File: config.mk
export PLATFORM = sky130hd
export DESIGN_NAME = bl_device_end_flat
export DESIGN_NICKNAME = d
export VERILOG_FILES = /design/src/core/bl_pkg.sv /design/src/core/bl_link_if.sv /design/src/core/bl_sync.sv /design/src/core/bl_device_end.sv /design/src/flat_wrapper.sv
export SDC_FILE = /design/constraint.sdc
export NUM_CORES = 1
export LEC_CHECK = 0
export BUFFER_PORTS_ARGS = -buffer_cell sky130_fd_sc_hd__buf_4
export CAP_MARGIN = 20
export CORE_MARGIN = 4
export CORE_UTILIZATION = 50
export CTS_CLUSTER_DIAMETER = 80
export DETAILED_ROUTE_END_ITERATION = 10
export GPL_ROUTABILITY_DRIVEN = 1
export HOLD_SLACK_MARGIN = 0.08
export PLACE_DENSITY = 0.78
export RECOVER_POWER = 25
export SETUP_SLACK_MARGIN = 0.02
export SLEW_MARGIN = 10
export SYNTH_ARGS = -nofsm -noshare
export SYNTH_HDL_FRONTEND = slang
export SYNTH_HIERARCHICAL = 1
export SYNTH_SLANG_ARGS = --single-unit
export TNS_END_PERCENT = 10
File: constraint.sdc
create_clock -name pclk -period 2.15 [get_ports pclk]
set_input_delay 0.5375 -clock pclk [delete_from_list [all_inputs] [get_ports pclk]]
set_output_delay 0.5375 -clock pclk [all_outputs]
set_load 0.1 [all_outputs]
File: src/core/bl_pkg.sv
// Purpose: shared constants and types of the boot loader link and both ends
// Assumes: pclk at 250 MHz, 32 kHz oscillator shared by both ends
// Notes: async bit time is counted in oscillator ticks
package bl_pkg;
    typedef logic [7:0] bl_byte_t;
    typedef logic [1:0] bl_mode_t;
    localparam bl_mode_t BL_MODE_OFF = 2'h0;
    localparam bl_mode_t BL_MODE_SLAVE = 2'h1;
    localparam bl_mode_t BL_MODE_CLKSER = 2'h2;
    localparam bl_mode_t BL_MODE_ASYNC = 2'h3;
    localparam int BL_CLK_MHZ = 250;
    localparam int BL_OSC_HZ = 32768;
    localparam int BL_BAUD = 2400;
    localparam logic [3:0] BL_BIT_TICKS = 4'((BL_OSC_HZ + BL_BAUD / 2) / BL_BAUD);
    localparam logic [3:0] BL_HALF_TICKS = 4'(BL_BIT_TICKS / 2);
    localparam int BL_SCLK_PERIOD_NS = 32;
    localparam logic [3:0] BL_SCLK_HALF_CYC = 4'(BL_SCLK_PERIOD_NS * BL_CLK_MHZ / 2000);
    localparam int BL_STROBE_NS = 40;
    localparam logic [3:0] BL_STROBE_CYC = 4'((BL_STROBE_NS * BL_CLK_MHZ + 999) / 1000);
    localparam int BL_HOLD_NS = 48;
    localparam logic [3:0] BL_HOLD_CYC = 4'((BL_HOLD_NS * BL_CLK_MHZ + 999) / 1000);
    localparam logic [3:0] BL_CLKSER_LAST = 4'h7;
    localparam logic [3:0] BL_ASYNC_LAST = 4'h9;
    localparam int BL_ROM_AW = 4;
    localparam logic [15:0] BL_RESET_VEC = 16'h0000;
    localparam int BL_IO_SEL_BIT = 7;
    localparam bl_byte_t BL_IO_SLAVE_PORT_CONTROL_REG = 8'h24;
    localparam bl_byte_t BL_IO_PC_DATA = 8'h50;
    localparam bl_byte_t BL_IO_PC_FUNC = 8'h55;
    localparam int BL_SLAVE_PORT_CONTROL_REG_TERM_BIT = 7;
    localparam int BL_TX_BIT = 6;
    localparam bl_byte_t BL_REG_RST = 8'h00;
    // boot program image; the loader sequence itself is done in hardware
    localparam bl_byte_t BL_BOOT_ROM [16] = '{default: 8'h00};
    localparam logic [7:0] BL_APB_CTRL = 8'h00;
    localparam logic [7:0] BL_APB_DATA = 8'h04;
    localparam logic [7:0] BL_APB_STATUS = 8'h08;
    localparam int BL_ST_EMPTY_BIT = 2;
    localparam int BL_ST_BUSY_BIT = 3;
endpackage : bl_pkg

File: src/core/bl_link_if.sv
// Purpose: pins between the boot host and the device
// Assumes: osc32k is driven by the bench and read by both ends
// Notes: all pins are one-way during boot
`timescale 1ns/1ps
interface bl_link_if;
    logic [1:0] boot_select_pins;
    logic [7:0] slave_data;
    logic [1:0] slave_addr;
    logic slave_cs_n;
    logic slave_wr_n;
    logic write_empty;
    logic serial_clk;
    logic serial_data;
    logic serial_a_tx_out;
    logic osc32k;
    modport dev (
        input boot_select_pins, slave_data, slave_addr, slave_cs_n, slave_wr_n,
        input serial_clk, serial_data, osc32k,
        output write_empty, serial_a_tx_out
    );
    modport host (
        output boot_select_pins, slave_data, slave_addr, slave_cs_n, slave_wr_n,
        output serial_clk, serial_data,
        input write_empty, serial_a_tx_out, osc32k
    );
endinterface : bl_link_if

File: src/core/bl_sync.sv
// Purpose: two-flop synchroniser with rising edge detect
// Assumes: inputs come from outside the pclk domain
// Notes: INIT is the idle level of the pins
`timescale 1ns/1ps
module bl_sync #(
    parameter int W = 1,
    parameter logic [W-1:0] INIT = '0
) (
    input wire logic pclk,
    input wire logic presetn,
    input wire logic [W-1:0] d,
    output logic [W-1:0] q,
    output logic [W-1:0] rise
);
    logic [W-1:0] meta_reg;
    logic [W-1:0] prev_reg;
    always_ff @(posedge pclk or negedge presetn) begin
        if (!presetn) begin
            meta_reg <= INIT;
            q <= INIT;
            prev_reg <= INIT;
        end else begin
            meta_reg <= d;
            q <= meta_reg;
            prev_reg <= q;
        end
    end
    assign rise = q & ~prev_reg;
endmodule : bl_sync

File: src/core/bl_device_end.sv
// Purpose: device end of the boot loader: triplet receiver and fetch takeover
// Assumes: cpu presents fetches on fetch_req/fetch_addr and obeys mem_fetch_en
// Notes: watchdog itself is outside; wd_clear pulses once per received byte
`timescale 1ns/1ps
module bl_device_end (
    input wire logic pclk,
    input wire logic presetn,
    bl_link_if.dev link,
    input wire logic fetch_req,
    input wire logic [15:0] fetch_addr,
    output logic mem_fetch_en,
    output logic boot_active,
    output bl_pkg::bl_byte_t rom_data,
    output logic resume_valid,
    output logic [15:0] resume_addr,
    output logic mem_wr,
    output logic [15:0] mem_wr_addr,
    output bl_pkg::bl_byte_t mem_wr_data,
    output logic io_wr,
    output logic [15:0] io_wr_addr,
    output bl_pkg::bl_byte_t io_wr_data,
    output logic wd_clear,
    input wire logic cpu_io_wr,
    input wire bl_pkg::bl_byte_t cpu_io_addr,
    input wire bl_pkg::bl_byte_t cpu_io_wdata
);
    import bl_pkg::*;

    typedef enum {S_IDLE, S_AHI, S_ALO, S_DATA} bl_state_t;
    bl_state_t state_reg, state_next;

    logic [1:0] sel_s;
    logic cs_n_s;
    logic [1:0] addr_s;
    bl_byte_t data_s;
    logic sdata_s;
    logic [2:0] edge_rise;

    bl_sync #(.W(14), .INIT(14'h0801)) u_lvl (
        .pclk(pclk),
        .presetn(presetn),
        .d({link.boot_select_pins, link.slave_cs_n, link.slave_addr, link.slave_data, link.serial_data}),
        .q({sel_s, cs_n_s, addr_s, data_s, sdata_s}),
        .rise()
    );
    bl_sync #(.W(3), .INIT(3'h4)) u_edge (
        .pclk(pclk),
        .presetn(presetn),
        .d({link.slave_wr_n, link.serial_clk, link.osc32k}),
        .q(),
        .rise(edge_rise)
    );

    wire wr_rise = edge_rise[2];
    wire sclk_rise = edge_rise[1];
    wire osc_tick = edge_rise[0];

    bl_mode_t mode_reg;
    bl_byte_t slave_port_control_reg_reg, pc_data_reg, pc_func_reg;
    bl_byte_t hold_reg, addr_hi_reg, addr_lo_reg, shift_reg;
    logic full_reg, done_reg, rx_on_reg;
    // chip select rises with the write strobe, so its level one cycle earlier qualifies the strobe
    logic cs_n_d_reg;
    logic [3:0] bit_reg, tick_reg;

    wire active = (state_reg != S_IDLE);
    wire term = slave_port_control_reg_reg[BL_SLAVE_PORT_CONTROL_REG_TERM_BIT];
    wire start_ev = fetch_req && (fetch_addr[BL_ROM_AW-1:0] == '0) && (sel_s != BL_MODE_OFF)
        && !term && !active;
    wire end_ev = active && ((sel_s == BL_MODE_OFF) || term);
    wire take = active && !end_ev && full_reg;
    wire to_io = addr_hi_reg[BL_IO_SEL_BIT];
    wire ld_io = take && (state_reg == S_DATA) && to_io;
    wire ld_mem = take && (state_reg == S_DATA) && !to_io;
    wire slave_acc = active && (mode_reg == BL_MODE_SLAVE) && wr_rise && !cs_n_d_reg
        && (addr_s == 2'h0);
    wire clk_bit = active && (mode_reg == BL_MODE_CLKSER) && sclk_rise;
    wire async_tk = active && (mode_reg == BL_MODE_ASYNC) && osc_tick;
    wire rx_set = slave_acc || done_reg;
    wire reg_wr = ld_io || cpu_io_wr;
    wire [7:0] reg_addr = ld_io ? addr_lo_reg : cpu_io_addr;
    wire [7:0] reg_data = ld_io ? hold_reg : cpu_io_wdata;

    assign mem_fetch_en = !(active || start_ev);
    assign boot_active = active;
    assign link.write_empty = !full_reg;

    always_comb begin
        state_next = state_reg;
        if (start_ev) begin
            state_next = S_AHI;
        end else if (end_ev) begin
            state_next = S_IDLE;
        end else if (take) begin
            case (state_reg)
                S_AHI: state_next = S_ALO;
                S_ALO: state_next = S_DATA;
                S_DATA: state_next = S_AHI;
                default: state_next = S_IDLE;
            endcase
        end
    end

    always_ff @(posedge pclk or negedge presetn) begin
        if (!presetn) begin
            state_reg <= S_IDLE;
            mode_reg <= BL_MODE_OFF;
            resume_addr <= BL_RESET_VEC;
            resume_valid <= 1'b0;
            rom_data <= BL_REG_RST;
            cs_n_d_reg <= 1'b1;
        end else begin
            state_reg <= state_next;
            cs_n_d_reg <= cs_n_s;
            resume_valid <= end_ev;
            rom_data <= BL_BOOT_ROM[fetch_addr[BL_ROM_AW-1:0]];
            if (start_ev) begin
                mode_reg <= sel_s;
                resume_addr <= fetch_addr;
            end
        end
    end

    // receive holding byte; a new byte wins over consumption
    always_ff @(posedge pclk or negedge presetn) begin
        if (!presetn) begin
            full_reg <= 1'b0;
            hold_reg <= BL_REG_RST;
            addr_hi_reg <= BL_REG_RST;
            addr_lo_reg <= BL_REG_RST;
        end else begin
            if (rx_set) begin
                full_reg <= 1'b1;
                hold_reg <= slave_acc ? data_s : shift_reg;
            end else if (take || !active) begin
                full_reg <= 1'b0;
            end
            if (take && state_reg == S_AHI) begin
                addr_hi_reg <= hold_reg;
            end
            if (take && state_reg == S_ALO) begin
                addr_lo_reg <= hold_reg;
            end
        end
    end

    // serial receiver: clocked mode on sclk edges, async mode on oscillator ticks
    always_ff @(posedge pclk or negedge presetn) begin
        if (!presetn) begin
            shift_reg <= BL_REG_RST;
            bit_reg <= '0;
            tick_reg <= '0;
            rx_on_reg <= 1'b0;
            done_reg <= 1'b0;
        end else begin
            done_reg <= 1'b0;
            if (!active) begin
                bit_reg <= '0;
                rx_on_reg <= 1'b0;
            end else if (clk_bit) begin
                shift_reg <= {sdata_s, shift_reg[7:1]};
                bit_reg <= (bit_reg == BL_CLKSER_LAST) ? 4'h0 : bit_reg + 4'h1;
                done_reg <= (bit_reg == BL_CLKSER_LAST);
            end else if (async_tk && !rx_on_reg) begin
                if (!sdata_s) begin
                    rx_on_reg <= 1'b1;
                    tick_reg <= BL_HALF_TICKS - 4'h1;
                    bit_reg <= '0;
                end
            end else if (async_tk) begin
                if (tick_reg != 4'h0) begin
                    tick_reg <= tick_reg - 4'h1;
                end else begin
                    tick_reg <= BL_BIT_TICKS - 4'h1;
                    bit_reg <= bit_reg + 4'h1;
                    if (bit_reg == 4'h0 && sdata_s) begin
                        rx_on_reg <= 1'b0;
                    end else if (bit_reg == BL_ASYNC_LAST) begin
                        rx_on_reg <= 1'b0;
                        done_reg <= sdata_s;
                    end else if (bit_reg != 4'h0) begin
                        shift_reg <= {sdata_s, shift_reg[7:1]};
                    end
                end
            end
        end
    end

    // write outputs and internal peripheral registers
    always_ff @(posedge pclk or negedge presetn) begin
        if (!presetn) begin
            mem_wr <= 1'b0;
            io_wr <= 1'b0;
            wd_clear <= 1'b0;
            mem_wr_addr <= '0;
            mem_wr_data <= BL_REG_RST;
            io_wr_addr <= '0;
            io_wr_data <= BL_REG_RST;
            slave_port_control_reg_reg <= BL_REG_RST;
            pc_data_reg <= BL_REG_RST;
            pc_func_reg <= BL_REG_RST;
            link.serial_a_tx_out <= 1'b0;
        end else begin
            mem_wr <= ld_mem;
            io_wr <= ld_io;
            wd_clear <= take;
            if (ld_mem) begin
                mem_wr_addr <= {addr_hi_reg, addr_lo_reg};
                mem_wr_data <= hold_reg;
            end
            if (ld_io) begin
                io_wr_addr <= {addr_hi_reg, addr_lo_reg};
                io_wr_data <= hold_reg;
            end
            if (reg_wr && reg_addr == BL_IO_SLAVE_PORT_CONTROL_REG) begin
                slave_port_control_reg_reg <= reg_data;
            end
            if (reg_wr && reg_addr == BL_IO_PC_DATA) begin
                pc_data_reg <= reg_data;
            end
            if (reg_wr && reg_addr == BL_IO_PC_FUNC) begin
                pc_func_reg <= reg_data;
            end
            link.serial_a_tx_out <= pc_func_reg[BL_TX_BIT] ? 1'b1 : pc_data_reg[BL_TX_BIT];
        end
    end
endmodule : bl_device_end

File: src/flat_wrapper.sv
// flat-port wrapper written by rule: the top's interface ports become plain ports
module bl_device_end_flat import bl_pkg::*;
  (pclk, presetn, fetch_req, fetch_addr, mem_fetch_en, boot_active, rom_data, resume_valid, resume_addr, mem_wr, mem_wr_addr, mem_wr_data, io_wr, io_wr_addr, io_wr_data, wd_clear, cpu_io_wr, cpu_io_addr, cpu_io_wdata, link_boot_select_pins, link_slave_data, link_slave_addr, link_slave_cs_n, link_slave_wr_n, link_serial_clk, link_serial_data, link_osc32k, link_write_empty, link_serial_a_tx_out);
  bl_link_if link_i ();
  input wire logic pclk;
  input wire logic presetn;
  input wire logic fetch_req;
  input wire logic [15:0] fetch_addr;
  output logic mem_fetch_en;
  output logic boot_active;
  output bl_pkg::bl_byte_t rom_data;
  output logic resume_valid;
  output logic [15:0] resume_addr;
  output logic mem_wr;
  output logic [15:0] mem_wr_addr;
  output bl_pkg::bl_byte_t mem_wr_data;
  output logic io_wr;
  output logic [15:0] io_wr_addr;
  output bl_pkg::bl_byte_t io_wr_data;
  output logic wd_clear;
  input wire logic cpu_io_wr;
  input wire bl_pkg::bl_byte_t cpu_io_addr;
  input wire bl_pkg::bl_byte_t cpu_io_wdata;
  input wire logic [$bits(link_i.boot_select_pins)-1:0] link_boot_select_pins;
  input wire logic [$bits(link_i.slave_data)-1:0] link_slave_data;
  input wire logic [$bits(link_i.slave_addr)-1:0] link_slave_addr;
  input wire logic [$bits(link_i.slave_cs_n)-1:0] link_slave_cs_n;
  input wire logic [$bits(link_i.slave_wr_n)-1:0] link_slave_wr_n;
  input wire logic [$bits(link_i.serial_clk)-1:0] link_serial_clk;
  input wire logic [$bits(link_i.serial_data)-1:0] link_serial_data;
  input wire logic [$bits(link_i.osc32k)-1:0] link_osc32k;
  output wire logic [$bits(link_i.write_empty)-1:0] link_write_empty;
  output wire logic [$bits(link_i.serial_a_tx_out)-1:0] link_serial_a_tx_out;
  assign link_i.boot_select_pins = link_boot_select_pins;
  assign link_i.slave_data = link_slave_data;
  assign link_i.slave_addr = link_slave_addr;
  assign link_i.slave_cs_n = link_slave_cs_n;
  assign link_i.slave_wr_n = link_slave_wr_n;
  assign link_i.serial_clk = link_serial_clk;
  assign link_i.serial_data = link_serial_data;
  assign link_i.osc32k = link_osc32k;
  assign link_write_empty = link_i.write_empty;
  assign link_serial_a_tx_out = link_i.serial_a_tx_out;
  bl_device_end u_core (.pclk(pclk), .presetn(presetn), .link(link_i), .fetch_req(fetch_req), .fetch_addr(fetch_addr), .mem_fetch_en(mem_fetch_en), .boot_active(boot_active), .rom_data(rom_data), .resume_valid(resume_valid), .resume_addr(resume_addr), .mem_wr(mem_wr), .mem_wr_addr(mem_wr_addr), .mem_wr_data(mem_wr_data), .io_wr(io_wr), .io_wr_addr(io_wr_addr), .io_wr_data(io_wr_data), .wd_clear(wd_clear), .cpu_io_wr(cpu_io_wr), .cpu_io_addr(cpu_io_addr), .cpu_io_wdata(cpu_io_wdata));
endmodule
==> flow_metrics.py <==
metrics = {
    "drt": {
        "wirelength_um": 12200,
        "antenna_left": 0,
        "num_vias": 3790,
        "drt_iter0_markers": 171,
        "routed_via_density": 5.26,
        "first_pass_iters": 4,
        "drc": 0,
        "wire_per_inst_um": 17.0,
    },
    "sta": {
        "finalSetupViolCount": 0,
        "worst_pin_slew_ns": 1.05,
        "maxSlewViolCount": 0,
        "finalCritPeriodShare": 0.949,
        "hold_viol": 0,
        "rsz0062_at_grt": "false",
        "fmax_mhz": 490,
        "finalClockSkew_ns": 0.00778,
        "slew_headroom": 0.298,
        "post-route-min-period_ns": 2.04,
        "fin_tns_setup_ns": 0,
    },
    "power": {
        "combPwrFrac": 0.200,
        "p_sw_frac": 0.295,
        "p_leak_nw": 3.95,
        "net-switching-power_mw": 2.35,
        "power_density_nw_per_um2": 997,
        "p_int_mw": 5.60,
        "p_clk_frac": 0.384,
        "p_seq_frac": 0.416,
        "ir_drop_v": 0.000615,
    },
    "placement": {
        "dp_hpwl_um": 8680,
        "globalplace.congestion": 0.753,
        "placed_cell_area_um2": 7310,
        "port_buffers": 118,
    },
    "setup_path": {
        "cpPeakStageDelay_ns": 0.39,
        "critPathKind": "flip-flop to primary output",
        "cp-start-kind": "flip-flop",
        "cpMaxStageDelayCell": "dfrtp_1",
        "cp_max_fo": 3,
        "required_ns": 1.61,
        "cp_cell_sequence": "o21ba_2 > and3_4 > nor2_4 > buf_12",
        "cp-end-kind": "primary output",
        "worst_ep_arrival_time_ns": 1.50,
    },
    "finish": {
        "drive_above_1_share": 0.449,
        "nFillCells": 865,
        "multi_input_area_um2": 2090,
        "fin_util": 0.663,
        "final_cell_area_um2": 7970,
        "area_delta_synth_final_pct": 29.7,
        "final_net_count": 621,
        "reg_top3": "u_core/io_wr_addr: 16 flops, u_core/mem_wr_addr: 16 flops, u_core/resume_addr: 16 flops",
        "register_area_um2": 3940,
        "antennaDiodeCount": 0,
    },
    "die": {
        "num_rows": 40,
        "die_h_um": 119,
        "core_um2": 12000,
        "die_w_um": 119,
        "start_util": 0.511,
        "ios": 133,
        "die-area_um2": 14100,
    },
    "global_routing": {
        "grt_pass1_vias": 4015,
        "grt.total_usage": 0.186,
        "grt_overflow": 0,
        "grt_max_degree": 50,
        "antenna_found_initial": 0,
        "grt_pass1_wl_um": 20700,
    },
    "outcome": {
        "status": "complete, no violations",
    },
    "clocking": {
        "clock-sinks": 157,
        "cts_tree": "done",
        "htree_levels": 4,
        "clk_latency_ns": 0.41,
        "clkSlewWorstSetupHoldPaths_ns": 0.06,
        "cts_buffers": 17,
        "cts.path.max_buffers": 2,
        "cts_root_buffer": "clkbuf_16",
    },
    "hold_path": {
        "min_path_type": "primary input to flip-flop",
    },
    "synth": {
        "yosysWarnings": 6,
        "synth_area_um2": 6140,
        "syn_avg_cell_area_um2": 14.7,
        "synth_cells": 417,
    },
    "flow_run": {
        "drv_cap": 0,
    },
}
## cell type report
class / instances / share of cell area
multi-input cells: 235 / 0.263
clock buffers: 26 / 0.0639
flip-flops and latches: 157 / 0.494
clock inverters: 6 / 0.0135
inverters: 13 / 0.00707
well taps: 147 / 0.0231
repair buffers: 137 / 0.136
## placed cells by master (no fill, tap or decap), drive strengths merged, types with 3 or more instances in the layout
cell and n:
buf 117, inv 13, nor2b 6, nand2 11
dfstp 8, clkbuf 45, nand4b 5, nor2 18
ha 7, mux2 89, nor3 5, a21oi 12
nand3 9, mux2i 15, and2 5, nor4 4
bufinv 3, dfrtp 149, conb 8, o21ai 5
nand3b 4
## per-stage QoR
step	total power, mW	setup slack [ns]	hold slack [ns]	instances
2_1_floorplan	4.44	0.0498	0.242	424
3_3_place_gp	4.83	0.134	0.334	685
3_5_place_dp	4.87	0.0598	0.336	685
4_1_cts	7.99	0.0339	0.207	717
5_1_grt	8.27	0.0347	0.202	721
6_report	7.95	0.110	0.233	721
## worst max-delay path, delay by kind of cell (launching register included)
kind | cells | cell delay, ns
flops | 1 | 0.39
compound gates | 1 | 0.23
buf+inv | 1 | 0.18
simple gates | 2 | 0.29
## routing by layer
layer | share of wire | up-vias | track usage
met4 | 0.021 | 0 | 0.0681
met5 | 0 | - | 0
met3 | 0.049 | 24 | 0.0632
met1 | 0.41 | 1906 | 0.232
li1 | - | 1752 | -
met2 | 0.52 | 108 | 0.303
## repair_timing
item,in CTS,in global routing
pin swaps,1,1
endpoints found under the setup margin,2,1
hold buffers,1,0
resized for setup,7,2
endpoints found under the hold margin,38,0
setup buffers,0,4
## worst paths after layout
path / start / endpoint / slack, ns / cells past startpoint
setup / recovery: u_core/u_lvl/q[13] / mem_fetch_en / 0.11 / 4
hold / removal: link_serial_data / u_core/u_lvl/meta_reg[0] / 0.23 / 1
setup reg to reg: u_core/state_reg[1] / u_core/shift_reg[5] / 0.15 / 7
hold reg to reg: u_core/u_edge/meta_reg[1] / u_core/u_edge/q[1] / 0.35 / 0
max in group asynchronous: presetn / u_core/cs_n_d_reg / 0.33 / 3
min in group asynchronous: presetn / u_core/hold_reg[2] / 0.86 / 2
## power by group through the flow
stage	Combinational (mW)	Sequential, mW	Clock [mW]
final	1.59	3.31	3.05
after global routing	1.67	3.33	3.26
after CTS	1.55	3.31	3.13
after detailed placement	1.51	3.36	0
after global placement	1.49	3.34	0
after floorplan	0.592	3.85	0
No activity file was read; power rests on OpenSTA's default activity.
